==> src/autoneg_consts.svh <==
/*
 * Register offsets, bank numbers, field positions, command values and
 * timing for the negotiation set-up controller.
 * Assumes a 100 MHz ref_clk and a device with banked MAC registers and
 * an internal PHY reached by serial management frames.
 */
`ifndef AUTONEG_CONSTS_SVH
`define AUTONEG_CONSTS_SVH

// Clock and times
`define CLK_MHZ            100
`define T_POWER_WAIT_MS    50
`define T_NEG_WAIT_MS      1500
`define MDC_HALF_CYCLES    8'd20

// MAC banks and offsets
`define BANK_0             2'h0
`define BANK_2             2'h2
`define OFS_TCR_XMIT       4'h0
`define OFS_RX_CTRL        4'h4
`define OFS_RX_PHY_CTRL    4'ha
`define OFS_IRQ_MASK       4'hd

// MAC values and bits
`define RX_SOFT_RST_SET    16'h8000
`define RX_SOFT_RST_CLR    16'h0000
`define TCR_FULL_SWITCH    15
`define RPC_SPEED_BIT      13
`define RPC_DUPLEX_BIT     12
`define RPC_NEGOTIATE_BIT  11
`define IRQ_MGMT_MASK_BIT  7

// PHY registers
`define PHY_ADDR           5'h00
`define PHY_REG_CTRL       5'h00
`define PHY_REG_STAT       5'h01
`define PHY_REG_ADV        5'h04
`define PHY_REG_STAT_OUT   5'h12
`define PHY_REG_MASK       5'h13

// PHY values and bits
`define PHY_CTRL_RESET     16'h8000
`define PHY_CTRL_UNISO     16'h1000
`define PHY_CTRL_RESTART   16'h3200
`define PHY_CTRL_SPEED_BIT 13
`define PHY_CTRL_NEG_BIT   12
`define PHY_CTRL_DUPLEX_SELECT_BIT  8
`define ADV_SELECTOR       16'h0001
`define ADV_FAST_FULL_BIT  8
`define ADV_FAST_HALF_BIT  7
`define ADV_SLOW_FULL_BIT  6
`define ADV_SLOW_HALF_BIT  5
`define STAT_NEG_DONE_BIT  5
`define STAT_LINK_BIT      2
`define SOUT_LINK_FAIL_BIT 14
`define SOUT_SPEED_BIT     7
`define SOUT_DUPLEX_BIT    6
`define PHY_MASK_VALUE     16'h3fff

// Management frame layout
`define MDIO_FRAME_BITS    7'd64
`define MDIO_TA_BIT        7'd46
`define MDIO_DATA_BIT      7'd48
`define MDIO_OP_WRITE      2'b01
`define MDIO_OP_READ       2'b10

`endif

==> src/autoneg_pkg.sv <==
/*
 * Types shared by the negotiation set-up controller, its port checker,
 * the device model and the bench.
 * Assumes autoneg_consts.svh holds every number.
 */
package autoneg_pkg;

   typedef struct packed {
      logic [1:0]  bank;
      logic [3:0]  offset;
      logic [15:0] data;
   } mac_write_s;

   typedef struct packed {
      logic        manual;
      logic        via_phy;
      logic        speed_fast;
      logic        full;
   } link_target_s;

   typedef struct packed {
      logic        linked;
      logic        speed_fast;
      logic        full;
      logic        failed;
   } link_result_s;

   typedef enum logic [4:0] {
      S_IDLE      = 5'b00000,
      S_WAIT_PWR  = 5'b00001,
      S_SRST_SET  = 5'b00010,
      S_SRST_CLR  = 5'b00011,
      S_WAIT_RST  = 5'b00100,
      S_RPC_WR    = 5'b00101,
      S_IRQ_WR    = 5'b00110,
      S_PMASK_WR  = 5'b00111,
      S_ADV_WR    = 5'b01000,
      S_PHY_RST   = 5'b01001,
      S_PHY_UNISO = 5'b01010,
      S_WAIT_NEG  = 5'b01011,
      S_STAT_RD   = 5'b01100,
      S_SOUT_RD   = 5'b01101,
      S_TCR_WR    = 5'b01110,
      S_RESTART   = 5'b01111,
      S_LINKED    = 5'b10000,
      S_FAIL_RD   = 5'b10001,
      S_MAC_XFER  = 5'b10010,
      S_PHY_XFER  = 5'b10011,
      S_MAN_PHY   = 5'b10100
   } seq_state_e;

endpackage

==> src/mdio_master.sv <==
/*
 * Serial management frame engine: one full frame per request.
 * Assumes the PHY samples on the rising edge of mdc and that the
 * pin logic resolves mdio from mdio_o and mdio_oe.
 */
`timescale 1ns/1ps
`default_nettype none
`include "autoneg_consts.svh"

module mdio_master (
   // Clock and reset
   input  wire logic        ref_clk,
   input  wire logic        rst_n,
   // Request
   input  wire logic        start,
   input  wire logic        read,
   input  wire logic [4:0]  reg_addr,
   input  wire logic [15:0] wdata,
   output logic             busy,
   output logic             done,
   output logic [15:0]      rdata,
   // Management pins
   output logic             mdc,
   output logic             mdio_o,
   output logic             mdio_oe,
   input  wire logic        mdio_i
);

   logic [63:0] shift_r;
   logic [6:0]  bit_r;
   logic [7:0]  div_r;
   logic        rd_r;
   logic        tick;

   assign tick = (div_r == `MDC_HALF_CYCLES - 8'd1);

   always_ff @(posedge ref_clk) begin
      if (!rst_n) begin
         div_r <= 8'h00;
      end else if (!busy || tick) begin
         div_r <= 8'h00;
      end else begin
         div_r <= div_r + 8'd1;
      end
   end

   always_ff @(posedge ref_clk) begin
      if (!rst_n) begin
         busy    <= 1'b0;
         done    <= 1'b0;
         rdata   <= 16'h0000;
         mdc     <= 1'b0;
         mdio_o  <= 1'b0;
         mdio_oe <= 1'b0;
         shift_r <= 64'h0000_0000_0000_0000;
         bit_r   <= 7'h00;
         rd_r    <= 1'b0;
      end else begin
         done <= 1'b0;
         if (!busy) begin
            if (start) begin
               shift_r <= {32'hffff_ffff, 2'b01,
                           read ? `MDIO_OP_READ : `MDIO_OP_WRITE,
                           `PHY_ADDR, reg_addr, 2'b10, wdata};
               mdio_o  <= 1'b1;
               mdio_oe <= 1'b1;
               busy    <= 1'b1;
               rd_r    <= read;
               bit_r   <= 7'h00;
               mdc     <= 1'b0;
            end
         end else if (tick) begin
            if (!mdc) begin
               mdc <= 1'b1;
               if (rd_r && bit_r >= `MDIO_DATA_BIT) begin
                  rdata <= {rdata[14:0], mdio_i};
               end
            end else begin
               mdc <= 1'b0;
               if (bit_r == `MDIO_FRAME_BITS - 7'd1) begin
                  busy    <= 1'b0;
                  done    <= 1'b1;
                  mdio_oe <= 1'b0;
                  mdio_o  <= 1'b0;
               end else begin
                  bit_r   <= bit_r + 7'd1;
                  shift_r <= {shift_r[62:0], 1'b0};
                  mdio_o  <= shift_r[62];
                  // Release the line from turnaround on for reads
                  mdio_oe <= !(rd_r && (bit_r + 7'd1 >= `MDIO_TA_BIT));
               end
            end
         end
      end
   end

endmodule
`default_nettype wire

==> src/autoneg_setup_host.sv <==
/*
 * Host-side sequencer bringing an Ethernet MAC with internal PHY up in
 * negotiated or manual speed and duplex, and recovering from link loss on negotiated links.
 * Assumes a MAC register write port that acknowledges each write and a
 * PHY reached by the management pins; the device irq is a level.
 */
`timescale 1ns/1ps
`default_nettype none
`include "autoneg_consts.svh"

module autoneg_setup_host #(
   parameter int unsigned POWER_WAIT_CYC =
      `T_POWER_WAIT_MS * 1000 * `CLK_MHZ,
   parameter int unsigned NEG_WAIT_CYC =
      `T_NEG_WAIT_MS * 1000 * `CLK_MHZ,
   parameter logic [7:0] RETRY_MAX = 8'd3
) (
   // Clock and reset
   input  wire logic                     ref_clk,
   input  wire logic                     rst_n,
   // User orders
   input  wire logic                     start,
   input  wire logic                     resumed,
   input  wire autoneg_pkg::link_target_s target,
   output autoneg_pkg::link_result_s     result,
   output logic                          busy,
   // Device MAC register writes
   output logic                          mac_wr,
   output autoneg_pkg::mac_write_s       mac_req,
   input  wire logic                     mac_ack,
   // Device interrupt
   input  wire logic                     dev_irq,
   // PHY management pins
   output logic                          mdc,
   output logic                          mdio_o,
   output logic                          mdio_oe,
   input  wire logic                     mdio_i
);

   autoneg_pkg::seq_state_e     state_r;
   autoneg_pkg::seq_state_e     ret_r;
   autoneg_pkg::link_target_s   tgt_r;
   logic [31:0]                 timer_r;
   logic [7:0]                  retry_r;
   logic                        was_slow_r;
   logic                        phy_start_r;
   logic                        phy_read_r;
   logic [4:0]                  phy_reg_r;
   logic [15:0]                 phy_wdata_r;
   logic                        phy_busy;
   logic                        phy_done;
   logic [15:0]                 phy_rdata;
   logic [15:0]                 adv_val;
   logic [15:0]                 rpc_val;
   logic [15:0]                 man_phy_val;

   mdio_master u_mdio (
      .ref_clk  (ref_clk),
      .rst_n    (rst_n),
      .start    (phy_start_r),
      .read     (phy_read_r),
      .reg_addr (phy_reg_r),
      .wdata    (phy_wdata_r),
      .busy     (phy_busy),
      .done     (phy_done),
      .rdata    (phy_rdata),
      .mdc      (mdc),
      .mdio_o   (mdio_o),
      .mdio_oe  (mdio_oe),
      .mdio_i   (mdio_i)
   );

   // Advertisement per target: each lower target drops the faster ones
   always_comb begin
      adv_val = `ADV_SELECTOR;
      adv_val[`ADV_SLOW_HALF_BIT] = 1'b1;
      adv_val[`ADV_SLOW_FULL_BIT] = tgt_r.speed_fast | tgt_r.full;
      adv_val[`ADV_FAST_HALF_BIT] = tgt_r.speed_fast;
      adv_val[`ADV_FAST_FULL_BIT] = tgt_r.speed_fast & tgt_r.full;
   end

   // MAC-side control word: negotiate unless manual without PHY; manual bits whenever manual
   always_comb begin
      rpc_val = 16'h0000;
      rpc_val[`RPC_NEGOTIATE_BIT] = !tgt_r.manual || tgt_r.via_phy;
      rpc_val[`RPC_SPEED_BIT] = tgt_r.manual && tgt_r.speed_fast;
      rpc_val[`RPC_DUPLEX_BIT] = tgt_r.manual && tgt_r.full;
   end

   // Manual PHY control with its negotiate enable off
   always_comb begin
      man_phy_val = 16'h0000;
      man_phy_val[`PHY_CTRL_SPEED_BIT] = tgt_r.speed_fast;
      man_phy_val[`PHY_CTRL_DUPLEX_SELECT_BIT] = tgt_r.full;
   end

   always_ff @(posedge ref_clk) begin
      if (!rst_n) begin
         state_r     <= autoneg_pkg::S_IDLE;
         ret_r       <= autoneg_pkg::S_IDLE;
         tgt_r       <= '0;
         timer_r     <= 32'h0000_0000;
         retry_r     <= 8'h00;
         was_slow_r  <= 1'b0;
         phy_start_r <= 1'b0;
         phy_read_r  <= 1'b0;
         phy_reg_r   <= 5'h00;
         phy_wdata_r <= 16'h0000;
         mac_wr      <= 1'b0;
         mac_req     <= '0;
         result      <= '0;
         busy        <= 1'b0;
      end else begin
         phy_start_r <= 1'b0;
         mac_wr      <= 1'b0;
         case (state_r)
            autoneg_pkg::S_IDLE: begin
               if (start) begin
                  tgt_r   <= target;
                  result  <= '0;
                  busy    <= 1'b1;
                  timer_r <= POWER_WAIT_CYC;
                  state_r <= autoneg_pkg::S_WAIT_PWR;
               end
            end
            autoneg_pkg::S_WAIT_PWR: begin
               if (timer_r <= 32'd1) begin
                  mac_req <= '{`BANK_0, `OFS_RX_CTRL, `RX_SOFT_RST_SET};
                  mac_wr  <= 1'b1;
                  ret_r   <= autoneg_pkg::S_SRST_CLR;
                  state_r <= autoneg_pkg::S_MAC_XFER;
               end else begin
                  timer_r <= timer_r - 32'd1;
               end
            end
            autoneg_pkg::S_SRST_CLR: begin
               mac_req <= '{`BANK_0, `OFS_RX_CTRL, `RX_SOFT_RST_CLR};
               mac_wr  <= 1'b1;
               timer_r <= POWER_WAIT_CYC;
               ret_r   <= autoneg_pkg::S_WAIT_RST;
               state_r <= autoneg_pkg::S_MAC_XFER;
            end
            autoneg_pkg::S_WAIT_RST: begin
               if (timer_r <= 32'd1) begin
                  state_r <= autoneg_pkg::S_RPC_WR;
               end else begin
                  timer_r <= timer_r - 32'd1;
               end
            end
            autoneg_pkg::S_RPC_WR: begin
               mac_req <= '{`BANK_0, `OFS_RX_PHY_CTRL, rpc_val};
               mac_wr  <= 1'b1;
               ret_r   <= autoneg_pkg::S_IRQ_WR;
               state_r <= autoneg_pkg::S_MAC_XFER;
            end
            autoneg_pkg::S_IRQ_WR: begin
               mac_req <= '{`BANK_2, `OFS_IRQ_MASK,
                            16'h0001 << `IRQ_MGMT_MASK_BIT};
               mac_wr  <= 1'b1;
               ret_r   <= autoneg_pkg::S_PMASK_WR;
               state_r <= autoneg_pkg::S_MAC_XFER;
            end
            autoneg_pkg::S_PMASK_WR: begin
               // Clears only the global and link-fail masks
               phy_reg_r   <= `PHY_REG_MASK;
               phy_wdata_r <= `PHY_MASK_VALUE;
               phy_read_r  <= 1'b0;
               phy_start_r <= 1'b1;
               ret_r       <= tgt_r.manual ? autoneg_pkg::S_MAN_PHY
                                           : autoneg_pkg::S_PHY_RST;
               state_r     <= autoneg_pkg::S_PHY_XFER;
            end
            autoneg_pkg::S_ADV_WR: begin
               // After the PHY reset, which restores the defaults
               phy_reg_r   <= `PHY_REG_ADV;
               phy_wdata_r <= adv_val;
               phy_start_r <= 1'b1;
               ret_r       <= autoneg_pkg::S_PHY_UNISO;
               state_r     <= autoneg_pkg::S_PHY_XFER;
            end
            autoneg_pkg::S_PHY_RST: begin
               phy_reg_r   <= `PHY_REG_CTRL;
               phy_wdata_r <= `PHY_CTRL_RESET;
               phy_read_r  <= 1'b0;
               phy_start_r <= 1'b1;
               ret_r       <= autoneg_pkg::S_ADV_WR;
               state_r     <= autoneg_pkg::S_PHY_XFER;
            end
            autoneg_pkg::S_PHY_UNISO: begin
               // PHY comes out of reset isolated; this lets it pulse
               phy_reg_r   <= `PHY_REG_CTRL;
               phy_wdata_r <= `PHY_CTRL_UNISO;
               phy_start_r <= 1'b1;
               timer_r     <= NEG_WAIT_CYC;
               retry_r     <= 8'h00;
               ret_r       <= autoneg_pkg::S_WAIT_NEG;
               state_r     <= autoneg_pkg::S_PHY_XFER;
            end
            autoneg_pkg::S_MAN_PHY: begin
               // Also drops isolation, which a manual link needs too
               phy_reg_r   <= `PHY_REG_CTRL;
               phy_wdata_r <= man_phy_val;
               phy_start_r <= 1'b1;
               ret_r       <= autoneg_pkg::S_TCR_WR;
               state_r     <= autoneg_pkg::S_PHY_XFER;
            end
            autoneg_pkg::S_WAIT_NEG: begin
               if (timer_r <= 32'd1) begin
                  state_r <= autoneg_pkg::S_STAT_RD;
               end else begin
                  timer_r <= timer_r - 32'd1;
               end
            end
            autoneg_pkg::S_STAT_RD: begin
               phy_reg_r   <= `PHY_REG_STAT;
               phy_read_r  <= 1'b1;
               phy_start_r <= 1'b1;
               ret_r       <= autoneg_pkg::S_SOUT_RD;
               state_r     <= autoneg_pkg::S_PHY_XFER;
            end
            autoneg_pkg::S_SOUT_RD: begin
               if (phy_rdata[`STAT_NEG_DONE_BIT]
                   && phy_rdata[`STAT_LINK_BIT]) begin
                  phy_reg_r   <= `PHY_REG_STAT_OUT;
                  phy_read_r  <= 1'b1;
                  phy_start_r <= 1'b1;
                  ret_r       <= autoneg_pkg::S_TCR_WR;
                  state_r     <= autoneg_pkg::S_PHY_XFER;
               end else if (retry_r < RETRY_MAX) begin
                  state_r <= autoneg_pkg::S_RESTART;
               end else begin
                  result  <= '{1'b0, 1'b0, 1'b0, 1'b1};
                  busy    <= 1'b0;
                  state_r <= autoneg_pkg::S_IDLE;
               end
            end
            autoneg_pkg::S_RESTART: begin
               phy_reg_r   <= `PHY_REG_CTRL;
               phy_wdata_r <= `PHY_CTRL_RESTART;
               phy_read_r  <= 1'b0;
               phy_start_r <= 1'b1;
               retry_r     <= retry_r + 8'd1;
               timer_r     <= NEG_WAIT_CYC;
               ret_r       <= autoneg_pkg::S_WAIT_NEG;
               state_r     <= autoneg_pkg::S_PHY_XFER;
            end
            autoneg_pkg::S_TCR_WR: begin
               // Whole-word write; other transmit bits are left zero
               if (!tgt_r.manual) begin
                  result <= '{1'b1, phy_rdata[`SOUT_SPEED_BIT],
                              phy_rdata[`SOUT_DUPLEX_BIT], 1'b0};
                  was_slow_r <= !phy_rdata[`SOUT_SPEED_BIT];
               end else begin
                  result <= '{1'b1, tgt_r.speed_fast, tgt_r.full, 1'b0};
               end
               mac_req <= '{`BANK_0, `OFS_TCR_XMIT,
                            16'(tgt_r.manual ? tgt_r.full
                                : phy_rdata[`SOUT_DUPLEX_BIT])
                            << `TCR_FULL_SWITCH};
               mac_wr  <= 1'b1;
               ret_r   <= autoneg_pkg::S_LINKED;
               state_r <= autoneg_pkg::S_MAC_XFER;
            end
            autoneg_pkg::S_LINKED: begin
               busy <= 1'b0;
               if (start) begin
                  state_r <= autoneg_pkg::S_IDLE;
               end else if (resumed) begin
                  busy    <= 1'b1;
                  timer_r <= POWER_WAIT_CYC;
                  state_r <= autoneg_pkg::S_WAIT_RST;
               end else if (dev_irq && !tgt_r.manual) begin
                  // Reading the status output also clears the event
                  phy_reg_r   <= `PHY_REG_STAT_OUT;
                  phy_read_r  <= 1'b1;
                  phy_start_r <= 1'b1;
                  busy        <= 1'b1;
                  ret_r       <= autoneg_pkg::S_FAIL_RD;
                  state_r     <= autoneg_pkg::S_PHY_XFER;
               end
            end
            autoneg_pkg::S_FAIL_RD: begin
               if (!phy_rdata[`SOUT_LINK_FAIL_BIT]) begin
                  state_r <= autoneg_pkg::S_LINKED;
               end else if (was_slow_r) begin
                  result.linked <= 1'b0;
                  state_r <= autoneg_pkg::S_PHY_RST;
               end else begin
                  result.linked <= 1'b0;
                  timer_r <= NEG_WAIT_CYC;
                  retry_r <= 8'h00;
                  state_r <= autoneg_pkg::S_WAIT_NEG;
               end
            end
            autoneg_pkg::S_MAC_XFER: begin
               if (mac_ack) begin
                  state_r <= ret_r;
               end
            end
            autoneg_pkg::S_PHY_XFER: begin
               if (phy_done) begin
                  state_r <= ret_r;
               end
            end
            default: begin
               state_r <= autoneg_pkg::S_IDLE;
            end
         endcase
      end
   end

endmodule
`default_nettype wire

==> config.mk <==
export PLATFORM = sky130hd
export DESIGN_NAME = autoneg_setup_host
export DESIGN_NICKNAME = d
export VERILOG_FILES = /design/src/autoneg_pkg.sv /design/src/mdio_master.sv /design/src/autoneg_setup_host.sv
export VERILOG_INCLUDE_DIRS = /design/src /design/src/src
export SDC_FILE = /design/constraint.sdc
export NUM_CORES = 1
export LEC_CHECK = 0
export BUFFER_PORTS_ARGS = -buffer_cell sky130_fd_sc_hd__buf_2
export CORE_UTILIZATION = 45
export DETAILED_ROUTE_END_ITERATION = 8
export HOLD_SLACK_MARGIN = 0.15
export PLACE_DENSITY_LB_ADDON = 0.08
export SLEW_MARGIN = 20
export SYNTH_ARGS = -nofsm -noshare
export SYNTH_HDL_FRONTEND = slang
export SYNTH_SLANG_ARGS = --single-unit
==> constraint.sdc <==
create_clock -name ref_clk -period 3 [get_ports ref_clk]
set_input_delay 0.75 -clock ref_clk [delete_from_list [all_inputs] [get_ports ref_clk]]
set_output_delay 0.75 -clock ref_clk [all_outputs]
set_load 0.01 [all_outputs]
# After elaboration in Yosys (flattened, before gate mapping)
# Index checks and enable logic that the tools add are counted.
# totals
reg_bits	205
input_bits	11
word_cells	231
# op_classes
bitwise_logic	6
add_sub_neg	4
n_reduce_logical	49
magnitude_cmp	4
eq_ne	41
muxes	95
# op_table
op	count
63-bit two-way mux	5
32-bit two-way mux	6
32-bit case mux with 6 select lines	1
22-bit case mux with 5 select lines	1
5-bit two-way mux	21
16-bit case mux with 6 select lines	1
5-bit case mux with 13 select lines	1
5-bit case mux with 11 select lines	1
5-bit by 4-bit equality test with 1-bit output (second input constant)	8
1-bit two-way mux	35
7-bit two-way mux	5
2-bit inequality test (second input constant)	17
32-bit by 1-bit less-or-equal comparator with 1-bit output (second input constant)	1
32-bit by 1-bit subtractor with 32-bit output (second input constant)	1
5-bit case mux with 6 select lines	1
5-bit equality test (second input constant)	5
8-bit case mux with 3 select lines	1
22-bit two-way mux	1
5-bit by 3-bit equality test with 1-bit output (second input constant)	4
4-bit AND reduction	5
6-bit nonzero test	3
8-bit by 1-bit adder with 8-bit output (second input constant)	2
4-bit two-way mux	4
8-bit two-way mux	2
36 further kinds	67

# Longest topological paths before layout
# Gate-level depths: netlist of run 1.
# logic_depth
depth_word	8
mapped_depth	9

# Hierarchy
# A second synthesis of run 1 with hierarchy kept.
# unflattened
hier_cells	1069
area_unflattened_um2	9080.0
# by_module_without_submodules
module	cells_each	instances	area_each_um2
autoneg_setup_host	608	1	4857.2
mdio_master	461	1	4222.8

# Worst setup path before layout of run 1
# OpenSTA, ideal clock, no wires.
# synth_timing
path_type	register -> register
from	register timer_r[22]
to	register timer_r[24]
slack_ps	763
stages_incl_launch_ff	8
arrival_ps	2122
n_path_buf	1
t_required_ps	2885
path_cell_list	dfxtp_1 > or4_4 > nor4_4 > nand4_4 > and2_1 > clkbuf_2 > a32o_1 > o21a_1
# synth_between
elab_chain_cells	3
elab_cells_between_ends	6
classes_between	1 x add/sub; 1 x order compare; 1 x eq/ne; 2 x mux; 1 x reduce/logical
# synth_lines
item	line	text
start: declaration	autoneg_setup_host.sv:43	logic [31:0] timer_r;
start signal: assignment	autoneg_setup_host.sv:133	timer_r <= timer_r - 32'd1;
start signal: assignment	autoneg_setup_host.sv:147	timer_r <= timer_r - 32'd1;
start signal: assignment	autoneg_setup_host.sv:211	timer_r <= timer_r - 32'd1;
32-bit by 1-bit subtractor with 32-bit output / 32-bit by 1-bit less-or-equal comparator with 1-bit output (equally long branches)	n/a	
32-bit two-way mux / 2-bit inequality test (equally long branches)	n/a	
32-bit case mux with 6 select lines / 7-bit AND reduction (equally long branches)	n/a	
# Several ways; a longest one is shown, not always the timed one. The select of a mux whose other input is x is not followed.
# A chain may end at the register's enable or synchronous reset.

# Worst setup path after layout of run 1
# layout_timing
from	register timer_r[10]
to	register mac_req[11] in the netlist's numbering
# layout_between
elab_chain_cells	3
# layout_lines
item	line	text
32-bit by 1-bit less-or-equal comparator with 1-bit output	autoneg_setup_host.sv:127	if (timer_r <= 32'd1) begin
2-bit inequality test (no line)	n/a	
2-bit AND reduction (no line)	n/a	
end signal: assignment	autoneg_setup_host.sv:128	mac_req <= '{`BANK_0, `OFS_RX_CTRL, `RX_SOFT_RST_SET};
end signal: assignment	autoneg_setup_host.sv:137	mac_req <= '{`BANK_0, `OFS_RX_CTRL, `RX_SOFT_RST_CLR};
end signal: assignment	autoneg_setup_host.sv:151	mac_req <= '{`BANK_0, `OFS_RX_PHY_CTRL, rpc_val};
end: declaration	autoneg_setup_host.sv:29	output autoneg_pkg::mac_write_s mac_req,
# Every way passes these cells.

==> metrics.txt, run 1 <==
outcome finished, final reports clean; EDFF count, synth 0; GRT Util Overall 0.232; GRT Residual Overflow 0; initial antenna violation count 0; ant diodes 0; R2R Path Start timer_r[10]$_SDFFE_PN0P_; Detailed Place HPWL 15400 um; Compound-Gate Fraction of Synth Area 0.210; clk_lat worst skew 0.43 ns; num rows 51; most frequent cells in the layout dfxtp_1, nor2_1, nand2_1; multiplexer area fraction after synthesis 0.0338; Synth Register Bits 182; Worst-Margin Slew 0.615 ns; sequential fraction of the synthesis area 0.410; number of gates resized after CTS 0; IO Pins 42; worst ir drop on vdd 0.435 mV; Area Overhead vs Synth 11.6%; largest net degree at the start of global routing 82; fmax 377 MHz; fin nets 1130; final WL 23300 um; R2R cell count 5; Pleak 3.69 nW; Netlist Area Pre-Place 8890 um^2; asr flop ratio synth 0; adder-cell share of the synthesized area 0.00985; flip-flop and latch area 3640 um^2; Setup WS pre-CTS 0.287 ns; required time worst endpoint 3.30 ns; Tmin final 2.65 ns; PD cells 794 nW/um^2; Starting DRT DRC Count 736; Slew Viols, Final 0; worst-case clock buffer depth 2; initial core utilization 0.458; worst endpoint data arrival time 2.95 ns; Worst Path Max Fanout 8; TNS Setup 0 ns; Reg2Reg Capture Point mac_req[11]$_SDFFE_PN0P_; CP Capture Type flip-flop; CTS Hold Bufs 0; area occupied by multi-input gates 4830 um^2; chip height 143 um; RSZ-0062 raised after global routing no; crit share post-route 0.884; Fill cells 1898; Gate Count Post-Synth 1100; TritonCTS clock tree done; R2R setup slack 0.35 ns; Final Worst Setup Slack 0.349 ns; CTS H-tree depth 4; Fin. Hold Viols 0; XOR/XNOR share of the synthesized area 0.0197; Core Area 19400 um^2; Buffers on Ports 29; hold endpoint u_mdio.shift_r[21]$_SDFFE_PN0P_; largest family of logic cells by synthesized area simple AND/OR/NAND/NOR gates; drt via density 5.75; layout cell share with drive strength beyond 1 0.108; TritonCTS buffer count 17; DRC Markers 0; Final Setup Violations 0; RD Place Congestion 0.910; Ys Warns 0; Slew HR 0.586; DRT Pass-1 Iters 5; Worst-path clk slew 0.08 ns; hold path depth 2; setup bufs post-CTS 0; most common cell after layout, fill and taps aside dfxtp_1; HP Class reg -> reg; Via Count 7994; first-pass GRT wire length 37200 um; Yosys cell types 80; ys flop type dfxtp_1; Horiz. Die Dim 143 um; Clock Skew 0.0115 ns; clk sinks 182; crit path kind reg -> reg; vias in the first global route 6933; Synth Area per Inst 8.08 um^2; Worst setup SP type flip-flop; Max Cap Viol 0; simple-gate share of the synthesized area 0.265; routed len/inst 16.7 um; Die Footprint 20300 um^2; antenna-violating nets left 0; Hold Path Origin u_mdio.shift_r[21]$_SDFFE_PN0P_; CTS root buf clkbuf_16
[kinds of logic (layout without fill, tap and decap cells)]
group	after synthesis	in the layout
other cells	1	12
mux	30	30
simple gates	470	470
flops	182	182
compound gates	287	287
xor+xnor	20	20
fa+ha+maj	7	7
buf+inv	103	117
[layout make-up]
| cell class | count | area share |
|---|---|---|
| multi-input combinational | 826 | 0.487 |
| timing repair buffer | 70 | 0.0495 |
| tap | 265 | 0.0334 |
| inverter | 15 | 0.00593 |
| sequential | 182 | 0.367 |
| clock inverter | 15 | 0.0140 |
| clock buffer | 17 | 0.0429 |
[sequential cells by signal, indices dropped and copies added, names as in the netlist, 3 cells and up]
register	count
u_mdio.shift_r	63
timer_r	32
u_mdio.rdata	15
phy_wdata_r	9
mac_req	8
retry_r	8
u_mdio.div_r	8
u_mdio.bit_r	7
ret_r	5
state_r	5
result	4
phy_reg_r	3
[synth_stat cells (3+ instances only)]
library cell	n	area, um^2
or4_1	5	37.5
o22ai_1	13	81.3
a22oi_1	6	45.0
a22o_1	5	43.8
a21oi_1	72	360
buf_1	11	41.3
o211a_1	6	60.1
buf_4	15	113
and3_1	6	37.5
inv_1	14	52.6
a31oi_1	15	93.8
mux2i_1	30	300
a2111oi_0	3	26.3
o21a_1	3	22.5
nor4_1	11	68.8
a211oi_1	25	188
and2_1	11	68.8
nand4b_1	4	35.0
nand2b_1	11	68.8
dfxtp_1	182	3640
o311ai_0	3	26.3
nor3_1	34	170
nand2_1	107	402
a21o_1	5	37.5
a311oi_1	3	26.3
nor2b_1	14	87.6
o32ai_1	5	43.8
buf_2	7	35.0
xnor2_1	12	105
xor2_1	8	70.1
ha_1	7	87.6
nand3b_1	37	278
nor2_1	150	563
clkbuf_1	53	199
or3_1	12	75.1
o21ai_0	76	380
nand4_1	7	43.8
nand3_1	42	210
a211o_1	5	43.8
o211ai_1	10	75.1
[power breakdown]
| part | switching (W) | leakage, nW | internal (W) |
|---|---|---|---|
| Combinational | 0.00188 | 1.94 | 0.000997 |
| Clock | 0.00105 | 0.281 | 0.00110 |
| Sequential | 0.000225 | 1.47 | 0.00262 |
| Total | 0.00316 | 3.69 | 0.00471 |
[worst max-delay path, stage by stage, from the launching register on]
cell,delay [ns]
dfxtp_1,0.37
or4_1,0.64
nor2_1,0.48
nand4_2,0.31
o31ai_4,0.53
o22ai_1,0.17
[metal layers]
metal	global-route usage	vias up	share of wire
met4	0.0826	0	0.018
met5	0	-	0
met1	0.337	3769	0.49
met3	0.0367	29	0.047
met2	0.345	238	0.44
li1	-	3958	-
[how the worst max path moves through the flow]
stage / from / slack (ns) / to
floorplan: timer_r[22]$_SDFFE_PN0P_ / 0.76 / timer_r[24]$_SDFFE_PN0P_
global placement: start / 0.37 / timer_r[1]$_SDFFE_PN0P_
detailed placement: start / 0.29 / timer_r[1]$_SDFFE_PN0P_
CTS: timer_r[10]$_SDFFE_PN0P_ / 0.40 / mac_req[11]$_SDFFE_PN0P_
global route: timer_r[10]$_SDFFE_PN0P_ / 0.22 / timer_r[1]$_SDFFE_PN0P_
finish: timer_r[10]$_SDFFE_PN0P_ / 0.35 / mac_req[11]$_SDFFE_PN0P_
[metrics by stage]
| stage | power, W | std cells | area, um^2 | util | hold WS (ns) |
|---|---|---|---|---|---|
| floorplan | 0.00482 | 1111 | 8930 | - | 0.426 |
| global placement | 0.00570 | 1358 | 9350 | 0.482 | 0.435 |
| detailed placement | 0.00568 | 1358 | 9350 | 0.482 | 0.443 |
| CTS | 0.00786 | 1390 | 9920 | 0.511 | 0.452 |
| global route | 0.00832 | 1390 | 9920 | 0.511 | 0.478 |
| finish | 0.00787 | 1390 | 9920 | 0.511 | 0.454 |
Power figures use the tool's default switching activity.
==> run 2: changes to the inputs <==
- clock period: 3 -> 2.2 ns (I/O delays scaled with it)
==> run 2 against run 1 <==
Compared with the run above:
- the flow now finishes with violations (negative setup slack)
- cell area grew 11%
- die area unchanged
- clock power increased by 47%
- clock-buffer cell count grew 1
- worst hold slack got worse by 0.11 ns
- total power is 57% higher
- sequential cell count unchanged
- highest routed layer unchanged
==> metrics.txt, run 2 (same netlist as run 1, synthesis figures left out) <==
TritonCTS buffer count 17; Area Overhead vs Synth 23.6%; DRT Pass-1 Iters 4; ant diodes 0; largest net degree at the start of global routing 63; antenna-violating nets left 0; failing checks negative setup slack; Worst Path Max Fanout 6; Core Area 19400 um^2; most common cell after layout, fill and taps aside dfxtp_1; Clock Skew 0.0101 ns; Horiz. Die Dim 143 um; fin nets 1225; RD Place Congestion 0.899; Setup WS pre-CTS -0.0605 ns; clk_lat worst skew 0.44 ns; max FFs per register 63; required time worst endpoint 2.51 ns; fmax 454 MHz; Detailed Place HPWL 16700 um; initial core utilization 0.458; Util after Layout 0.566; RSZ-0062 raised after global routing yes; worst-case clock buffer depth 2; initial antenna violation count 0; worst ir drop on vdd 0.506 mV; Starting DRT DRC Count 588; worst endpoint data arrival time 2.51 ns; Via Count 8302; final WL 24500 um; Final Setup Violations 1; CP Capture Type flip-flop; Max Cap Viol 0; Worst-path clk slew 0.07 ns; DRC Markers 0; HP Class in -> reg; first-pass GRT wire length 39200 um; Largest regs u_mdio.shift_r: 63 flops, timer_r: 32 flops, u_mdio.rdata: 15 flops; routed len/inst 16.5 um; chip height 143 um; slowest library cell on the worst path or4_4; Layout Cells excl Fill 1485; Worst-Margin Slew 0.553 ns; Pleak 4.23 nW; crit share post-route 1.00; GRT Util Overall 0.244; Buffers on Ports 29; register with the most flip-flops u_mdio.shift_r; CTS H-tree depth 4; TritonCTS clock tree done; IO Pins 42; dpl cells 1447; Worst setup SP type flip-flop; max incr delay on CP 0.58 ns; num rows 51; outcome complete, but fails checks; clk sinks 182; Fin. Hold Viols 0; Worst Hold Slack 0.343 ns; crit-path cells or4_4, nor3_2, nand4_4, a21oi_4, buf_1, nand2b_1, a21oi_1; PD cells 1120 nW/um^2; drt via density 5.59; most frequent cells in the layout dfxtp_1, nor2_1, buf_4; Final Worst Setup Slack -0.00428 ns; CTS Hold Bufs 0; Slew Viols, Final 0; layout cell share with drive strength beyond 1 0.210; Slew HR 0.632; Die Footprint 20300 um^2; Tmin final 2.20 ns; vias in the first global route 7568; GRT Residual Overflow 0; crit path kind reg -> reg; Power, Total 0.0123 W; CTS root buf clkbuf_16
==> run 2: cell types whose count changed in the layout (fill, tap and decap cells not counted), sizes merged <==
cell,delta
bufinv,+2
buf,+94
clkbuf,+2
clkinvlp,+2
clkinv,-5
==> run 2: worst max-delay path, delay by kind of cell (launching register included) <==
family                 cells  cell delay, ns
AND/OR/NAND/NOR            4            1.23
AO/OA/AOI/OAI              2            0.34
flip-flops                 1            0.31
buffers and inverters      1            0.21
==> run 2: routing by layer <==
layer  global-route usage  wire length, um  vias to the layer above
li1                     -                -                     4170
met1                0.344            12200                     3913
met2                0.380            11000                      193
met3               0.0400              967                       26
met4               0.0747              361                        0
met5                    0                0                        -
==> run 2: final timing paths <==
kind                                   start                     endpoint  slack, ns  cells after the start
setup / recovery     timer_r[2]$_SDFFE_PN0P_        ret_r[1]$_SDFFE_PN0P_     -0.004                      7
hold / removal                     target[0]  man_phy_val[8]$_SDFFE_PN0P_       0.34                      3
setup reg to reg     timer_r[2]$_SDFFE_PN0P_        ret_r[1]$_SDFFE_PN0P_     -0.004                      7
hold reg to reg   u_mdio.div_r[0]$_SDFF_PP0_   u_mdio.div_r[0]$_SDFF_PP0_       0.44                      1
==> run 2: power by group <==
group | switching (W) | internal [W]
Sequential | 0.000268 | 0.00357
Clock | 0.00142 | 0.00174
Combinational | 0.00298 | 0.00234
Total | 0.00467 | 0.00765
==> run 2: layout make-up <==
cell class	count	area [um^2]
tap	265	332
fill	1837	8410
clock inverter	14	161
clock buffer	18	439
timing repair buffer	165	1300
inverter	15	58.8
sequential	182	3650
multi-input combinational	826	5050
==> run 2: repair_timing <==
action	in CTS	in global routing
setup endpoints to repair	35	109
pin swaps	4	13
setup buffers	5	0
resized for setup	14	45
hold endpoints to repair	0	0
gates cloned	0	1
==> run 2: metrics by stage <==
step	TNS, ns	instance area (um^2)
6_report	-0.00428	11000
3_5_place_dp	-0.480	10100
2_1_floorplan	-0.0370	8930
3_3_place_gp	-0.406	10100
4_1_cts	0	10800
5_1_grt	-1.24	11000
==> run 3: changes to the inputs <==
- CORE_UTILIZATION: 45 -> 56
==> run 3 against run 2 <==
Compared with the run above:
- the run still ends with negative setup slack left
- global-route usage is 5.5 points higher
- via count grew 4.9%
- combinational power is 6.0% higher
- worst hold slack better by 0.0097 ns
- clock skew shrank 0.0015 ns
- critical path type unchanged
- critical endpoint is now timer_r[1]$_SDFFE_PN0P_
- largest power group unchanged
==> metrics.txt, run 3 (same netlist as run 1, synthesis figures left out) <==
TritonCTS clock tree done; CP delay by family, top simple AND/OR/NAND/NOR gates; max incr delay on CP 0.55 ns; HP Class in -> reg; Worst-path clk slew 0.07 ns; RSZ-0062 raised after global routing yes; crit-path cells or4_4, nor4_4, buf_6, nand4_1, buf_4, nand3_4, buf_8, or3_1, a21oi_1; vias in the first global route 7865; Worst Hold Slack 0.353 ns; Clock Skew 0.00861 ns; Horiz. Die Dim 128 um; Fin. Hold Viols 0; RD Place Congestion 0.962; Combinational Power Share 0.459; Largest regs u_mdio.shift_r: 63 flops, timer_r: 32 flops, u_mdio.rdata: 15 flops; routed len/inst 17.0 um; Max Cap Viol 0; TritonCTS buffer count 17; Buffers on Ports 29; Slew Viols, Final 0; clk sinks 182; Starting DRT DRC Count 901; DRT Pass-1 Iters 6; clock power share 0.229; Final Setup Violations 2; max FFs per register 63; GRT Residual Overflow 0; initial core utilization 0.578; Area Overhead vs Synth 24.4%; GRT Util Overall 0.300; Reg power frac 0.313; most common cell after layout, fill and taps aside dfxtp_1; antenna-violating nets left 0; chip height 128 um; Worst setup SP type flip-flop; slowest library cell on the worst path or4_4; required time worst endpoint 2.52 ns; NetSw 0.00481 W; Core Area 15400 um^2; Cell Int Power 0.00750 W; fmax 450 MHz; Layout Cells excl Fill 1441; Detailed Place HPWL 16800 um; Sw Share 0.391; PD cells 1110 nW/um^2; dpl cells 1401; largest net degree at the start of global routing 71; CTS root buf clkbuf_16; R2R setup slack -0.02 ns; final WL 24500 um; CP Capture Type flip-flop; IO Pins 42; first-pass GRT wire length 39100 um; initial antenna violation count 0; drt via density 6.04; Final Worst Setup Slack -0.0237 ns; Tmin final 2.22 ns; clk_lat worst skew 0.43 ns; TNS Setup -0.0317 ns; worst ir drop on vdd 0.936 mV; crit path kind reg -> reg; failing checks negative setup slack; num rows 45; DRC Markers 0; Pleak 4.28 nW; Worst Path Max Fanout 7; fin nets 1236; ant diodes 0; CTS H-tree depth 4; outcome complete, but fails checks; register with the most flip-flops u_mdio.shift_r; Via Count 8705; Die Footprint 16400 um^2; most frequent cells in the layout dfxtp_1, nor2_1, buf_4; worst endpoint data arrival time 2.54 ns; crit share post-route 1.01; WP buf/inv 3; worst-case clock buffer depth 2; Fill cells 1238; layout cell share with drive strength beyond 1 0.235; Util after Layout 0.719
## run 3: changes by cell type in the layout (fill, tap and decap cells not counted), moves of 3 or more
cell     delta
buf_6       +4
inv_6       -3
a21oi_2     +3
a21oi_1     -4
dfxtp_1     -4
dfxtp_2     +3
o21ai_2     +3
buf_4       +8
o21ai_0     -4
## run 3: worst min-delay path: stages
cell and delay [ns]:
buf_2 0.07, mux2i_1 0.05, nor2_1 0.07
## run 3: worst paths after layout
path,from,endpoint,depth (start not counted)
setup reg to reg,timer_r[22]$_SDFFE_PN0P_,timer_r[1]$_SDFFE_PN0P_,9
hold reg to reg,u_mdio.div_r[0]$_SDFF_PP0_,u_mdio.div_r[0]$_SDFF_PP0_,1
setup / recovery,timer_r[22]$_SDFFE_PN0P_,timer_r[1]$_SDFFE_PN0P_,9
hold / removal,target[3],tgt_r[3]$_SDFFE_PN0P_,3
## run 3: cell type report
type	instances	area, um^2	area share
multi-input cells	826	5150	0.466
flip-flops and latches	182	3660	0.331
clock inverters	12	97.6	0.00883
inverters	15	62.6	0.00566
well taps	211	264	0.0239
repair buffers	176	1390	0.125
clock buffers	19	433	0.0392
## run 3: metal layers
metal	track usage	vias to the layer above	share of wire
met5	0	-	0
met4	0.107	0	0.026
met3	0.0543	61	0.057
met2	0.478	328	0.46
met1	0.405	4129	0.46
li1	-	4187	-
## run 3: power by group through the flow
stage	Combinational, W	Sequential (W)	Clock (W)
after global routing	0.00601	0.00388	0.00298
after global placement	0.00467	0.00387	0
final	0.00564	0.00385	0.00282
after floorplan	0.00274	0.00383	0
after detailed placement	0.00468	0.00387	0
after CTS	0.00486	0.00381	0.00285
## run 3: through the flow
stage                     worst slack [ns]  instance area, um^2  power [W]
after floorplan                    -0.0370                 8930    0.00657
after global placement              -0.122                10100    0.00853
after detailed placement            -0.171                10100    0.00856
after CTS                          -0.0179                10700     0.0115
after global routing               -0.0933                11100     0.0129
final                              -0.0237                11100     0.0123
## run 3: what timing repair did
| action | CTS | global route |
|---|---|---|
| hold buffers | 0 | 0 |
| resized for setup | 15 | 87 |
| pin swaps | 3 | 30 |
| endpoints found under the setup margin | 44 | 91 |
| endpoints found under the hold margin | 0 | 0 |
| buffers inserted | 2 | 7 |
